===== src/logic/gpx_pkg.sv =====
package gpx_pkg;

   // port width and register map (byte addresses, one word each)
   localparam int unsigned GPX_NPIN      = 8;
   localparam int unsigned GPX_AW        = 8;
   localparam logic [7:0]  GPX_OFS_DATA  = 8'h00;
   localparam logic [7:0]  GPX_OFS_DIR   = 8'h04;
   localparam logic [7:0]  GPX_OFS_OPT   = 8'h08;
   localparam logic [7:0]  GPX_OFS_SENS  = 8'h0c;

   // reset values
   localparam logic [7:0]  GPX_RST_DATA  = 8'h00;
   localparam logic [7:0]  GPX_RST_DIR   = 8'h00;
   localparam logic [7:0]  GPX_RST_OPT   = 8'h00;
   localparam logic [1:0]  GPX_RST_SENS  = 2'h0;
   localparam logic [31:0] GPX_RST_RDATA = 32'h0000_0000;

   // sensitivity field position and codes
   localparam int unsigned GPX_SENS_LSB  = 0;
   localparam int unsigned GPX_SENS_W    = 2;
   localparam logic [1:0]  GPX_SENS_FLOW = 2'h0;
   localparam logic [1:0]  GPX_SENS_RISE = 2'h1;
   localparam logic [1:0]  GPX_SENS_FALL = 2'h2;
   localparam logic [1:0]  GPX_SENS_BOTH = 2'h3;

   // ahb-lite codes
   localparam int unsigned GPX_HTRANS_ACT = 1;
   localparam logic [2:0]  GPX_HSIZE_WORD = 3'h2;
   localparam logic        GPX_HRESP_OKAY = 1'b0;

   // bus phase tracker
   typedef enum logic [2:0] {
      GPX_BUS_IDLE = 3'b001,
      GPX_BUS_WR   = 3'b010,
      GPX_BUS_RD   = 3'b100
   } gpx_bus_t;

endpackage : gpx_pkg


===== src/logic/gpx_port.sv =====
`timescale 1ns/100ps

// Functional notes
// - interrupt input pin events raise vector request
// - input pins with option set and no peripheral drive can request, vector sensitivity applies
// - enabled interrupt pin levels are ANDed
// - pending latch hidden, cleared by vector fetch
// - changing sensitivity discards the pending request
// - direction one drives latch, reads latch
// - option selects push-pull or open-drain drive
// - driving alternate function overrides direction, option, data
// - peripheral drive forces output, its drive type
// - peripheral input pins stay input, readable
// - input pin with alt output reads alt
// - output pin feeds latch to alt input
// - standard pin mode decode from direction, option
// - true open-drain pins: no pull-up, no push-pull
// - low-power modes keep port, pin irq wakes
// - irq only if configured and cpu unmasked
// - data latch resets zero, always writable
// - data read: latch for outputs, alt output for alt-driven inputs, pin otherwise
// - bit n of data, direction, option registers is pin n
// - direction zero is input, writes only latch
// - sensitivity codes: fall+low, rise, fall, both
module gpx_port
   import gpx_pkg::*;
#(
   parameter int unsigned         NPIN    = GPX_NPIN,
   parameter logic [NPIN-1:0]     TRUE_OD = '0
) (
   input  wire logic              MCLK,
   input  wire logic              RST,
   input  wire logic              CE,
   input  wire logic              HSEL,
   input  wire logic [31:0]       HADDR,
   input  wire logic [1:0]        HTRANS,
   input  wire logic              HWRITE,
   input  wire logic [2:0]        HSIZE,
   input  wire logic [31:0]       HWDATA,
   input  wire logic              HREADY,
   output logic      [31:0]       HRDATA,
   output logic                   HREADYOUT,
   output logic                   HRESP,
   input  wire logic [NPIN-1:0]   PIN_IN,
   output logic      [NPIN-1:0]   PIN_OUT,
   output logic      [NPIN-1:0]   PIN_OE,
   output logic      [NPIN-1:0]   PIN_PULLUP,
   input  wire logic [NPIN-1:0]   ALT_EN,
   input  wire logic [NPIN-1:0]   ALT_DRIVE,
   input  wire logic [NPIN-1:0]   ALT_OUT,
   input  wire logic [NPIN-1:0]   ALT_OD,
   output logic      [NPIN-1:0]   ALT_IN,
   input  wire logic              CPU_IMASK,
   input  wire logic              VEC_FETCH,
   output logic                   IRQ_REQ
);

   // word of register data, narrow value in the low bits
   function automatic logic [31:0] gpx_word(input logic [NPIN-1:0] v);
      gpx_word = '0;
      gpx_word[NPIN-1:0] = v;
   endfunction : gpx_word

   // pins that take part in the vector as interrupt inputs
   function automatic logic [NPIN-1:0] gpx_irq_pins(
      input logic [NPIN-1:0] dir,
      input logic [NPIN-1:0] opt,
      input logic [NPIN-1:0] adrv
   );
      gpx_irq_pins = ~dir & opt & ~adrv;
   endfunction : gpx_irq_pins

   // bus side: phase tracker, captured address and read data
   gpx_bus_t              bus_st_q;
   gpx_bus_t              bus_st_d;
   logic [GPX_AW-1:0]     addr_q;
   logic [GPX_AW-1:0]     addr_d;
   logic                  word_q;
   logic                  word_d;
   logic [31:0]           rdata_q;
   logic [31:0]           rdata_d;
   logic                  rdy_q;
   logic                  resp_q;
   logic                  addr_ph;

   // software visible port registers and write strobes
   logic [NPIN-1:0]       data_q;
   logic [NPIN-1:0]       data_d;
   logic [NPIN-1:0]       dir_q;
   logic [NPIN-1:0]       dir_d;
   logic [NPIN-1:0]       opt_q;
   logic [NPIN-1:0]       opt_d;
   logic [1:0]            sens_q;
   logic [1:0]            sens_d;
   logic                  sens_chg;
   logic                  wr_en;

   // two-stage synchroniser on the pin levels
   logic [NPIN-1:0]       pin_s1_q;
   logic [NPIN-1:0]       pin_s2_q;

   // pin drive decode and registered pin outputs
   logic [NPIN-1:0]       adrv;
   logic [NPIN-1:0]       drv_val;
   logic [NPIN-1:0]       drv_od;
   logic [NPIN-1:0]       drv_on;
   logic [NPIN-1:0]       out_d;
   logic [NPIN-1:0]       oe_d;
   logic [NPIN-1:0]       pu_d;
   logic [NPIN-1:0]       alt_in_d;
   logic [NPIN-1:0]       rd_pins;
   logic [NPIN-1:0]       out_q;
   logic [NPIN-1:0]       oe_q;
   logic [NPIN-1:0]       pu_q;
   logic [NPIN-1:0]       alt_in_q;

   // vector line, trigger and pending request
   logic [NPIN-1:0]       irq_pins;
   logic                  line;
   logic                  line_q;
   logic                  trig;
   logic                  clr;
   logic                  pend_q;
   logic                  pend_d;
   logic                  irq_q;
   logic                  irq_d;

   // alternate function that drives the pin
   assign adrv = ALT_EN & ALT_DRIVE;

   // ahb address phase accepted this cycle
   assign addr_ph = HSEL & HTRANS[GPX_HTRANS_ACT] & HREADY;

   // data register read value per pin
   always_comb begin
      for (int i = 0; i < NPIN; i++) begin
         if (adrv[i] && !dir_q[i]) begin
            rd_pins[i] = ALT_OUT[i];
         end else if (dir_q[i]) begin
            rd_pins[i] = data_d[i];
         end else begin
            rd_pins[i] = pin_s2_q[i];
         end
      end
   end

   // bus phase tracking and read data
   always_comb begin
      bus_st_d = GPX_BUS_IDLE;
      addr_d   = addr_q;
      word_d   = word_q;
      rdata_d  = rdata_q;
      if (addr_ph) begin
         addr_d   = HADDR[GPX_AW-1:0];
         word_d   = (HSIZE == GPX_HSIZE_WORD);
         bus_st_d = HWRITE ? GPX_BUS_WR : GPX_BUS_RD;
         if (!HWRITE) begin
            case (HADDR[GPX_AW-1:0])
               GPX_OFS_DATA: rdata_d = gpx_word(rd_pins);
               GPX_OFS_DIR:  rdata_d = gpx_word(dir_d);
               GPX_OFS_OPT:  rdata_d = gpx_word(opt_d);
               GPX_OFS_SENS: begin
                  rdata_d = '0;
                  rdata_d[GPX_SENS_LSB +: GPX_SENS_W] = sens_d;
               end
               default:      rdata_d = '0;
            endcase
         end
      end
   end

   always_ff @(posedge MCLK) begin
      if (RST) begin
         bus_st_q <= GPX_BUS_IDLE;
         addr_q   <= '0;
         word_q   <= 1'b0;
         rdata_q  <= GPX_RST_RDATA;
         rdy_q    <= 1'b1;
         resp_q   <= GPX_HRESP_OKAY;
      end else if (CE) begin
         bus_st_q <= bus_st_d;
         addr_q   <= addr_d;
         word_q   <= word_d;
         rdata_q  <= rdata_d;
         rdy_q    <= 1'b1; // zero wait states
         resp_q   <= GPX_HRESP_OKAY; // every access answers okay
      end
   end

   // register writes in the data phase
   assign wr_en = (bus_st_q == GPX_BUS_WR) && word_q;

   always_comb begin
      data_d   = data_q;
      dir_d    = dir_q;
      opt_d    = opt_q;
      sens_d   = sens_q;
      sens_chg = 1'b0;
      if (wr_en) begin
         case (addr_q)
            GPX_OFS_DATA: data_d = HWDATA[NPIN-1:0];
            GPX_OFS_DIR:  dir_d  = HWDATA[NPIN-1:0];
            GPX_OFS_OPT:  opt_d  = HWDATA[NPIN-1:0];
            GPX_OFS_SENS: begin
               sens_d   = HWDATA[GPX_SENS_LSB +: GPX_SENS_W];
               sens_chg = (sens_d != sens_q);
            end
            default: ;
         endcase
      end
   end

   always_ff @(posedge MCLK) begin
      if (RST) begin
         data_q <= GPX_RST_DATA;
         dir_q  <= GPX_RST_DIR;
         opt_q  <= GPX_RST_OPT;
         sens_q <= GPX_RST_SENS;
      end else if (CE) begin
         data_q <= data_d;
         dir_q  <= dir_d;
         opt_q  <= opt_d;
         sens_q <= sens_d;
      end
   end

   // pin synchroniser
   always_ff @(posedge MCLK) begin
      if (RST) begin
         pin_s1_q <= '1;
         pin_s2_q <= '1;
      end else if (CE) begin
         pin_s1_q <= PIN_IN;
         pin_s2_q <= pin_s1_q;
      end
   end

   // pin drive decode
   always_comb begin
      for (int i = 0; i < NPIN; i++) begin
         if (adrv[i]) begin
            drv_on[i]  = 1'b1;
            drv_val[i] = ALT_OUT[i];
            drv_od[i]  = ALT_OD[i] | TRUE_OD[i];
         end else begin
            drv_on[i]  = dir_q[i];
            drv_val[i] = data_q[i];
            drv_od[i]  = ~opt_q[i] | TRUE_OD[i];
         end
         // push-pull drives both levels, open-drain only low
         if (!drv_on[i]) begin
            out_d[i] = 1'b0;
            oe_d[i]  = 1'b0;
         end else if (drv_od[i]) begin
            out_d[i] = 1'b0;
            oe_d[i]  = ~drv_val[i];
         end else begin
            out_d[i] = drv_val[i];
            oe_d[i]  = 1'b1;
         end
         // pull-up only on standard pins in input mode
         pu_d[i] = ~drv_on[i] & opt_q[i] & ~TRUE_OD[i];
         // peripheral input sees latch when pin is an output
         if (dir_q[i] && !adrv[i]) begin
            alt_in_d[i] = data_q[i];
         end else begin
            alt_in_d[i] = pin_s2_q[i];
         end
      end
   end

   always_ff @(posedge MCLK) begin
      if (RST) begin
         out_q    <= '0;
         oe_q     <= '0;
         pu_q     <= '0;
         alt_in_q <= '0;
      end else if (CE) begin
         out_q    <= out_d;
         oe_q     <= oe_d;
         pu_q     <= pu_d;
         alt_in_q <= alt_in_d;
      end
   end

   // combined vector line and trigger
   assign irq_pins = gpx_irq_pins(dir_q, opt_q, adrv);
   assign line     = &(pin_s2_q | ~irq_pins);
   assign clr      = VEC_FETCH | sens_chg;

   always_comb begin
      case (sens_q)
         GPX_SENS_FLOW: trig = ~line;
         GPX_SENS_RISE: trig = ~line_q & line;
         GPX_SENS_FALL: trig = line_q & ~line;
         GPX_SENS_BOTH: trig = line_q ^ line;
         default:       trig = 1'b0;
      endcase
      // a new event wins over a clear in the same cycle
      pend_d = trig | (pend_q & ~clr);
      irq_d  = pend_d & ~CPU_IMASK;
   end

   always_ff @(posedge MCLK) begin
      if (RST) begin
         line_q <= 1'b1;
         pend_q <= 1'b0;
         irq_q  <= 1'b0;
      end else if (CE) begin
         line_q <= line;
         pend_q <= pend_d;
         irq_q  <= irq_d;
      end
   end

   // outputs straight from flops
   assign HRDATA     = rdata_q;
   assign HREADYOUT  = rdy_q;
   assign HRESP      = resp_q;
   assign PIN_OUT    = out_q;
   assign PIN_OE     = oe_q;
   assign PIN_PULLUP = pu_q;
   assign ALT_IN     = alt_in_q;
   assign IRQ_REQ    = irq_q;

endmodule : gpx_port


===== config.mk =====
export PLATFORM = sky130hd
export DESIGN_NAME = gpx_port
export DESIGN_NICKNAME = d
export VERILOG_FILES = /design/src/logic/gpx_pkg.sv /design/src/logic/gpx_port.sv
export SDC_FILE = /design/constraint.sdc
export NUM_CORES = 1
export LEC_CHECK = 0
export ABC_AREA = 1
export BUFFER_PORTS_ARGS = -buffer_cell sky130_fd_sc_hd__buf_2
export CORE_MARGIN = 10
export CORE_UTILIZATION = 45
export DETAILED_ROUTE_END_ITERATION = 8
export GPL_ROUTABILITY_DRIVEN = 0
export PLACE_DENSITY = 0.74
export SLEW_MARGIN = 20
export SYNTH_ARGS = -nofsm -noshare
export SYNTH_HDL_FRONTEND = slang
export SYNTH_SLANG_ARGS = --single-unit
export TNS_END_PERCENT = 50

===== constraint.sdc =====
create_clock -name MCLK -period 3.17 [get_ports MCLK]
set_input_delay 0.4755 -clock MCLK [delete_from_list [all_inputs] [get_ports MCLK]]
set_output_delay 0.4755 -clock MCLK [all_outputs]
set_load 0.1 [all_outputs]

==> run summary, run 1 <==
Fin area -> 0.00590 sq mm
Gr ovfl total -> 0
Slew @ Worst Pin -> 689 ps
Post-synth top area cell -> dfxtp_1
Post_cts resized -> 0
Pre-CTS setup slack -> 937 ps
Clk Latency, worst-skew pair -> 350 ps
Num CTS Buffers -> 9
Seq cells post-synth -> 97
Synth Area in Adders -> 0.00493
Async S/R FF share, synth -> 0
HP Class -> in -> reg
Hold slack -> 331 ps
Final Skew -> 6.66 ps
First-pass DRT Iterations -> 5
CTS H-tree lvls -> 3
Vias per cell -> 5.14
Seq/Total Area, Yosys -> 0.383
Unrepaired setup endpoints after global routing -> no
Die Ht -> 126 um
Yosys cell types -> 32
Diodes inserted -> 0
Area grow syn2layout -> 16.2%
Simple-Gate Fraction of Synth Area -> 0.286
Number of synthesized flops with an enable pin -> 0
Fin crit share -> 0.675
Worst setup path category -> reg -> reg
Dpl cells -> 985
CP Launch Type -> flip-flop
Worst IR Drop VDD -> 261 uV
Hold Buf Count CTS -> 0
Cells after Synth -> 762
Layout filler cell count -> 1123
Final min period -> 2140 ps
CORE AREA -> 0.0109 sq mm
Max frequency -> 467 MHz
GRT Overall Usage -> 0.175
Share of the synthesized area in the top cell type -> 0.383
Initial antenna violation count -> 0
Power density over the cells -> 514 mW/mm^2
Clock transition at path regs -> 70 ps
Final WL -> 14400 um
# IOs -> 184
Critical path arrival -> 2420 ps
Post-DRT Antenna Nets -> 0
Pins Over Slew Limit -> 0
CP Capture Type -> flip-flop
Endpoints failing hold -> 0
Synth Area in XOR/XNOR -> 0
DR DRC count -> 0
Final Util -> 0.539
FP Rows -> 38
Worst-path cell chain -> nor2_1, nand2_1, nor2_4, buf_4, nand2_1, nand2_1, nand3_1, nand2_1, inv_1, nand2_1, nand2_1, a21oi_1
Post-synth top cells -> nand2_1, dfxtp_1, inv_1
Final #Nets -> 975
Vias in the first global route -> 4936
Slew HR -> 0.539
Total negative slack -> 0 ps
Proportion of layout cells with a drive suffix above 1 -> 0.174
CTS Root Cell -> clkbuf_16
Max Cap Violations -> 0
CP max stage cell -> dfxtp_1
Largest family of logic cells by synthesized area -> simple AND/OR/NAND/NOR gates
First-pass GRT wire length -> 23600 um
CTS tree -> done
Total power -> 3.03 mW
Status -> finished, final reports clean
Max incr delay on CP -> 320 ps
Post-synth top flop -> dfxtp_1
Most common cell in the synthesized netlist -> nand2_1
Critical Path Fanout Max -> 13
Setup bufs post-CTS -> 0
Die Span X -> 126 um
Fin cells -> 1001
Mapped cell area -> 0.00508 sq mm
Setup ws final -> 1030 ps
Synth area leaders -> dfxtp_1, nand2_1, a21oi_1
Lkg Pwr -> 2.87 nW
Largest net degree at the start of global routing -> 69
WL per Instance -> 14.3 um
Post-synthesis area per instance -> 6.66 sq um
Drt initial violations -> 284
Final setup viols -> 0
Buffers added on ports -> 108
Clk buf depth -> 2
Required time worst endpoint -> 3450 ps
Post-DP HPWL -> 10400 um
Compound-Gate Fraction of Synth Area -> 0.197
Proportion of synthesized area in mux cells -> 0
Initial Util -> 0.464
Clock Sink Count -> 97
Die area -> 0.0159 sq mm
DR vias -> 5143
Ys Warns -> 0
Critical Path Most Common Cell -> nand2_1
Dpl cell area -> 0.00561 sq mm
flip-flops by register name (all words and copies together) (netlist names):
signal	flops
ALT_IN	8
IRQ_REQ	1
PIN_OE	8
opt_q	8
pin_s2_q	8
pend_q	1
line_q	1
word_q	1
bus_st_q	3
pin_s1_q	8
HRDATA	8
addr_q	8
PIN_OUT	8
data_q	8
PIN_PULLUP	8
sens_q	2
dir_q	8
cells in the final DEF, fill, tap and decap left out, types with 2 or more instances in the layout:
cell type and n:
a211oi_1 17, a21oi_1 75, a21oi_2 7, buf_2 108, buf_4 7, clkbuf_16 9, conb_1 26, dfxtp_1 97
ha_1 2, inv_1 81, inv_2 4, inv_6 3, nand2_1 198, nand2_2 3, nand3_1 53, nand3b_1 8
nand4_1 9, nor2_1 48, nor2_2 2, nor2_4 2, nor3_1 14, o211ai_1 7, o21ai_0 62, o21ai_1 7
o311ai_0 2
worst paths after layout:
path | startpoint | end | slack [ps] | cells after the start
worst max-delay path | addr_q[4]$_SDFFE_PP0P_ | HRDATA[2]$_SDFFE_PP0P_ | 1030 | 12
worst max register to register | addr_q[4]$_SDFFE_PP0P_ | HRDATA[2]$_SDFFE_PP0P_ | 1030 | 12
worst min-delay path | PIN_IN[1] | pin_s1_q[1]$_SDFFE_PP1P_ | 330 | 3
worst min register to register | addr_q[1]$_SDFFE_PP0P_ | addr_q[1]$_SDFFE_PP0P_ | 460 | 2
critical path: cells and delay by family (launching register included):
kind	cells	cell delay, ps
AND/OR/NAND/NOR	9	1340
buffers and inverters	2	280
flip-flops	1	320
AO/OA/AOI/OAI	1	130
area by class of cell:
class	instances	area [sq um]	share of cell area
Clock buffer	11	243	0.0412
Clock inverter	5	45.0	0.00764
Inverter	86	323	0.0547
Multi-Input combinational cell	547	2580	0.437
Sequential cell	97	1940	0.329
Tap cell	140	175	0.0297
Timing Repair Buffer	115	593	0.101
where the power goes:
| group | internal, mW | switching, mW |
|---|---|---|
| Combinational | 0.135 | 0.511 |
| Clock | 0.568 | 0.499 |
| Sequential | 1.28 | 0.0383 |
| Total | 1.98 | 1.05 |
logic make-up after synthesis:
kind of cell / count (synthesis)
adder cells (fa/ha/maj): 2
buffers and inverters: 142
AO/OA/AOI/OAI: 180
flip-flops: 97
AND/OR/NAND/NOR: 339
other: 2
routing by layer:
metal | GRT usage | share of wire | vias up
li1 | - | - | 2649
met1 | 0.213 | 0.43 | 2311
met2 | 0.301 | 0.48 | 171
met3 | 0.0478 | 0.074 | 12
met4 | 0.0368 | 0.0079 | 0
met5 | 0 | 0 | -
Power figures use the tool's default switching activity.
==> run 2, diff against run 1 <==
Settings changed: ABC_AREA 1 to 0.
Clock period 3.17 ns to 2.2 ns, I/O delays scaled along.
==> run summary, run 2 <==
Status -> complete, but fails checks
Violated checks -> setup timing
Clock Sink Count -> 97 (unchanged)
GRT Overall Usage -> 0.184 (+0.00954)
Seq cells post-synth -> 97 (unchanged)
Die Ht -> 125 um (-1.3%)
Vias per cell -> 5.66 (+10%)
Die area -> 0.0155 sq mm (-2.5%)
Worst setup path category -> reg -> reg
Comb power frac -> 0.191 (-0.022)
Hold Path End -> pin_s1_q[1]$_SDFFE_PP1P_
Critical path arrival -> 2580 ps (+160 ps)
Fin crit share -> 1.05 (+0.374)
CP Launch Type -> flip-flop
Sequential share of power -> 0.499 (+0.064)
Die Span X -> 125 um (-1.3%)
Endpoints failing hold -> 0 (unchanged)
CP max stage cell -> or4_4
Seq/Total Area, Yosys -> 0.394 (+0.0118)
Max incr delay on CP -> 570 ps (+250 ps)
HP Class -> in -> reg
Max Cap Violations -> 0 (unchanged)
Hold depth -> 2 (-1)
Total power -> 3.67 mW (+21%)
CTS tree -> done
Max frequency -> 433 MHz (-7.3%)
Synth area leaders -> dfxtp_1, nand2_1, a21oi_1
First-pass GRT wire length -> 24000 um (+2.0%)
Area grow syn2layout -> 22.5%
Post-synth top flop -> dfxtp_1
Clock transition at path regs -> 100 ps (+30 ps)
HP Start -> PIN_IN[1]
Reg-to-reg setup timing slack -> -110 ps (-1140 ps)
CTS Root Cell -> clkbuf_8
FP Rows -> 38 (unchanged)
Hold slack -> 151 ps (-180 ps)
Gr ovfl total -> 0 (unchanged)
First-pass DRT Iterations -> 6 (+1)
Final min period -> 2310 ps (+167 ps)
Share of the synthesized area in the top cell type -> 0.394 (+0.0118)
Post-DP HPWL -> 11100 um (+6.7%)
P_int -> 2.41 mW (+22%)
Final #Nets -> 854 (-12%)
RR Startpoint -> addr_q[4]$_SDFFE_PP0P_
Post-synthesis area per instance -> 8.07 sq um (+21%)
Worst setup path start -> addr_q[4]$_SDFFE_PP0P_
Power density over the cells -> 609 mW/mm^2 (+18%)
Critical Path Most Common Cell -> or4_4
Clk Latency, worst-skew pair -> 380 ps (+30 ps)
Drt initial violations -> 620 (+120%)
Post-synth top cells -> dfxtp_1, nand2_1, a21oi_1
DR vias -> 4984 (-3.1%)
Yosys cell types -> 51 (+59%)
Worst IR Drop VDD -> 384 uV (+47%)
Worst path buffer plus inverter count -> 0 (-2)
# IOs -> 184 (unchanged)
WL per Instance -> 17.2 um (+20%)
Vias in the first global route -> 4739 (-4.0%)
Number of synthesized flops with an enable pin -> 0 (unchanged)
Buffers added on ports -> 108 (unchanged)
Final Skew -> 8.28 ps (+1.62 ps)
Clk buf depth -> 2 (unchanged)
CP Capture Type -> flip-flop
Top delay family on crit path -> simple AND/OR/NAND/NOR gates
Required time worst endpoint -> 2480 ps (-970 ps)
Pins Over Slew Limit -> 0 (unchanged)
CTS H-tree lvls -> 3 (unchanged)
Cells after Synth -> 610 (-20%)
Sw Share -> 0.343 (-0.00244)
Unrepaired setup endpoints after global routing -> yes
Slew @ Worst Pin -> 609 ps (-79.7 ps)
Largest net degree at the start of global routing -> 59 (-14%)
Async S/R FF share, synth -> 0 (unchanged)
Final setup viols -> 16 (+16)
Diodes inserted -> 0 (unchanged)
Pre-CTS setup slack -> -120 ps (-1060 ps)
Initial Util -> 0.456 (-0.00789)
Most common cell in the synthesized netlist -> dfxtp_1
Proportion of layout cells with a drive suffix above 1 -> 0.262 (+0.0879)
NetSw -> 1.26 mW (+20%)
Mapped cell area -> 0.00492 sq mm (-3.0%)
Post-synth top area cell -> dfxtp_1
Post-DRT Antenna Nets -> 0 (unchanged)
Setup ws final -> -108 ps (-1140 ps)
RR Endpoint -> HRDATA[1]$_SDFFE_PP0P_
Initial antenna violation count -> 0 (unchanged)
Worst-path cell chain -> or4_4, or4_4, and2_4, o311a_1, o31a_1
Num CTS Buffers -> 9 (unchanged)
DR DRC count -> 0 (unchanged)
CORE AREA -> 0.0108 sq mm (-1.3%)
Leading cell type in the layout, fill and taps excluded -> buf_2
Lkg Pwr -> 2.58 nW (-10%)
Final WL -> 15200 um (+5.7%)
R2R cell count -> 5 (-7)
Slew HR -> 0.593 (+0.0533)
Ys Warns -> 0 (unchanged)
Layout filler cell count -> 995 (-11%)
Hold Buf Count CTS -> 0 (unchanged)
Critical Path Fanout Max -> 4 (-9)
Clk pwr share -> 0.310 (-0.042)
Most frequent cells in the layout -> buf_2, dfxtp_1, nand2_1
run 2: changes by cell type in the layout (fill, tap and decap cells not counted), sizes merged, moves of 20 or more:
cell,previous run,this run
nand2,202,92
inv,89,15
o21ai,69,21
nand3,53,9
buf,115,158
mux2i,0,29
a211o,0,23
a21oi,82,62
run 2: worst reg2reg max path: stages (launching register included):
cell and delay (ps):
dfxtp_2 330, or4_4 560, or4_4 570, and2_4 160, o311a_1 300, o31a_1 290
run 2: cell families after synthesis:
kind of cell / share of synthesized area
and+or+nand+nor: 0.217
AOI/OAI and AO/OA: 0.236
DFF: 0.394
buffers and inverters: 0.0833
muxes: 0.0589
adders and majority gates: 0.00508
other: 0.00152
xor gates and xnor gates: 0.00356
run 2: worst max-delay path by stage:
| stage | slack (ps) | to | depth (start not counted) |
|---|---|---|---|
| floorplan | -50 | HRDATA[1]$_SDFFE_PP0P_ | 6 |
| global placement | -80 | data_q[1]$_SDFFE_PP0P_ | 7 |
| detailed placement | -120 | data_q[5]$_SDFFE_PP0P_ | 7 |
| CTS | -100 | HRDATA[1]$_SDFFE_PP0P_ | 5 |
| global route | -140 | dir_q[4]$_SDFFE_PP0P_ | 7 |
| finish | -110 | HRDATA[1]$_SDFFE_PP0P_ | 5 |
run 2: layer usage:
layer | routed length (um) | GRT usage | vias to the layer above
met1 | 6620 | 0.238 | 2359
li1 | - | - | 2383
met5 | 0 | 0 | -
met3 | 1260 | 0.0481 | 26
met4 | 323 | 0.0802 | 0
met2 | 6980 | 0.283 | 216
run 2: metrics by stage:
step | instance area, sq um | std cells | setup TNS, ps | util
final | 6030 | 880 | -817 | 0.559
after global routing | 6030 | 880 | -2060 | 0.559
after floorplan | 5020 | 634 | -105 | -
after CTS | 5980 | 879 | -589 | 0.554
after detailed placement | 5760 | 862 | -1390 | 0.534
after global placement | 5760 | 862 | -872 | 0.534
run 2: cell type report:
| type | instances | area, sq um | area share |
|---|---|---|---|
| Multi-Input combinational cell | 456 | 2720 | 0.451 |
| Sequential cell | 97 | 1950 | 0.322 |
| Timing Repair Buffer | 158 | 956 | 0.158 |
| Tap cell | 140 | 175 | 0.0290 |
| Clock buffer | 10 | 138 | 0.0228 |
| Clock inverter | 6 | 51.3 | 0.00850 |
| Inverter | 13 | 48.8 | 0.00809 |
run 2: power by group through the flow:
stage	Sequential, mW	Combinational, mW	Clock [mW]
6_report	1.83	0.703	1.14
4_1_cts	1.83	0.697	1.15
2_1_floorplan	2.01	0.419	0
5_1_grt	1.84	0.743	1.22
3_5_place_dp	1.87	0.694	0
3_3_place_gp	1.87	0.684	0
run 2: what timing repair did:
| item | 4_1_cts | 5_1_grt |
|---|---|---|
| setup endpoints to repair | 24 | 36 |
| setup buffers | 1 | 1 |
| gates cloned | 0 | 0 |
| resized for setup | 8 | 16 |
| pin swaps | 6 | 13 |
==> run 3, diff against run 2 <==
Settings changed: CORE_MARGIN 10 to 3, CTS_BUF_LIST set to sky130_fd_sc_hd__clkbuf_4 sky130_fd_sc_hd__clkbuf_8 sky130_fd_sc_hd__clkbuf_16.
==> run summary, run 3 (synthesis results as in run 2) <==
Unrepaired setup endpoints after global routing -> yes
Post-DRT Antenna Nets -> 0 (unchanged)
RR Endpoint -> HRDATA[0]$_SDFFE_PP0P_
Final WL -> 14000 um (-8.0%)
Violated checks -> setup timing
CP Capture Type -> flip-flop
FP Rows -> 37 (-2.6%)
CORE AREA -> 0.0105 sq mm (-3.1%)
Dpl cells -> 853 (-1.0%)
Final Skew -> 8.38 ps (+0.0994 ps)
CP Launch Type -> flip-flop
Largest net degree at the start of global routing -> 45 (-24%)
Buffers added on ports -> 108 (unchanged)
Worst setup path category -> reg -> reg
Leading cell type in the layout, fill and taps excluded -> buf_2
Initial antenna violation count -> 0 (unchanged)
Clk buf depth -> 2 (unchanged)
Worst IR Drop VDD -> 356 uV (-7.2%)
Setup ws final -> -93.2 ps (+14.7 ps)
HP Start -> PIN_IN[6]
HP Class -> in -> reg
Max incr delay on CP -> 570 ps (about the same)
# IOs -> 184 (unchanged)
Die area -> 0.0122 sq mm (-21%)
Fin cells -> 875 (-0.57%)
RR Startpoint -> addr_q[4]$_SDFFE_PP0P_
First-pass GRT wire length -> 22400 um (-6.8%)
Max Cap Violations -> 0 (unchanged)
Pins Over Slew Limit -> 0 (unchanged)
Hold depth -> 2 (unchanged)
DR DRC count -> 0 (unchanged)
Critical Path Fanout Max -> 4 (unchanged)
Vias in the first global route -> 4656 (-1.8%)
Slew HR -> 0.552 (-0.0404)
Total power -> 3.85 mW (+4.9%)
Critical Path Most Common Cell -> or4_4
Total negative slack -> -641 ps (+177 ps)
Drt initial violations -> 425 (-31%)
Slew @ Worst Pin -> 669 ps (+60.4 ps)
Reg-to-reg setup timing slack -> -90 ps (about the same)
Final min period -> 2290 ps (-14.7 ps)
Final #Nets -> 853 (-0.12%)
Final setup viols -> 14 (-2)
Required time worst endpoint -> 2470 ps (about the same)
DR vias -> 4873 (-2.2%)
Power density over the cells -> 636 mW/mm^2 (+4.4%)
Gr ovfl total -> 0 (unchanged)
Post-DP HPWL -> 9980 um (-10%)
Proportion of layout cells with a drive suffix above 1 -> 0.257 (-0.00506)
Fin crit share -> 1.04 (-0.00669)
Hold Path End -> pin_s1_q[6]$_SDFFE_PP1P_
Area grow syn2layout -> 23.1%
CTS tree -> done
R2R cell count -> 5 (unchanged)
First-pass DRT Iterations -> 5 (-1)
Diodes inserted -> 0 (unchanged)
CTS H-tree lvls -> 3 (unchanged)
Clk Latency, worst-skew pair -> 370 ps (about the same)
Num CTS Buffers -> 9 (unchanged)
Max frequency -> 436 MHz (+0.64%)
Status -> complete, but fails checks
Worst-path cell chain -> or4_4, or4_4, and2_4, o311a_1, o31a_1
Critical path arrival -> 2560 ps (-20 ps)
Die Span X -> 111 um (-11%)
CTS Root Cell -> clkbuf_8
Vias per cell -> 5.57 (-1.7%)
Most frequent cells in the layout -> buf_2, dfxtp_1, nand2_1
Clock transition at path regs -> 100 ps (about the same)
Initial Util -> 0.471 (+0.0144)
CP max stage cell -> or4_4
GRT Overall Usage -> 0.220 (+0.0359)
Endpoints failing hold -> 0 (unchanged)
WL per Instance -> 16.0 um (-7.5%)
Die Ht -> 111 um (-11%)
Pre-CTS setup slack -> -125 ps (-5.46 ps)
Final Util -> 0.579 (+0.0203)
Clock Sink Count -> 97 (unchanged)
Lkg Pwr -> 2.60 nW (+0.46%)
[run 3: what timing repair did]
action,in CTS,in global routing
hold endpoints to repair,0,0
gates resized for setup,12,13
endpoints found under the setup margin,28,32
buffers inserted,2,4
pin swaps,5,6
hold buffers,0,0
[run 3: per-layer routing]
layer / vias to the layer above / global-route usage / share of wire / routed length [um]
li1: 2385 / - / - / -
met1: 2282 / 0.281 / 0.43 / 6000
met2: 183 / 0.364 / 0.48 / 6740
met3: 23 / 0.0493 / 0.070 / 976
met4: 0 / 0.0813 / 0.018 / 248
met5: - / 0 / 0 / 0
[run 3: stage by stage]
stage,hold slack (ps),cell area [sq um]
after floorplan,431,5020
after global placement,437,5720
after detailed placement,446,5720
after CTS,151,5990
after global routing,155,6060
final,157,6060
[run 3: area by class of cell]
class	instances	area, sq um
clock buffer	12	146
multi-input combinational	456	2720
sequential	97	1940
inverter	13	48.8
clock inverter	4	76.3
timing repair buffer	157	960
tap	136	170
fill	932	4400
[run 3: worst max path at each step]
stage / end / start / slack [ps]
floorplan: HRDATA[1]$_SDFFE_PP0P_ / addr_q[1]$_SDFFE_PP0P_ / -50
global placement: HRDATA[0]$_SDFFE_PP0P_ / addr_q[1]$_SDFFE_PP0P_ / -60
detailed placement: opt_q[5]$_SDFFE_PP0P_ / addr_q[4]$_SDFFE_PP0P_ / -130
CTS: HRDATA[0]$_SDFFE_PP0P_ / bus_st_q[2]$_SDFFE_PP0P_ / -70
global route: dir_q[4]$_SDFFE_PP0P_ / addr_q[4]$_SDFFE_PP0P_ / -130
finish: HRDATA[0]$_SDFFE_PP0P_ / addr_q[4]$_SDFFE_PP0P_ / -90
[run 3: critical path: cells and delay by family, from the launching register on]
family           cells  cell delay, ps
AND/OR/NAND/NOR      3            1290
AO/OA/AOI/OAI        2             570
flip-flops           1             320
[run 3: power by group]
part | internal (mW) | switching [mW]
clock | 0.684 | 0.633
sequential | 1.80 | 0.0296
combinational | 0.160 | 0.545
total | 2.65 | 1.21
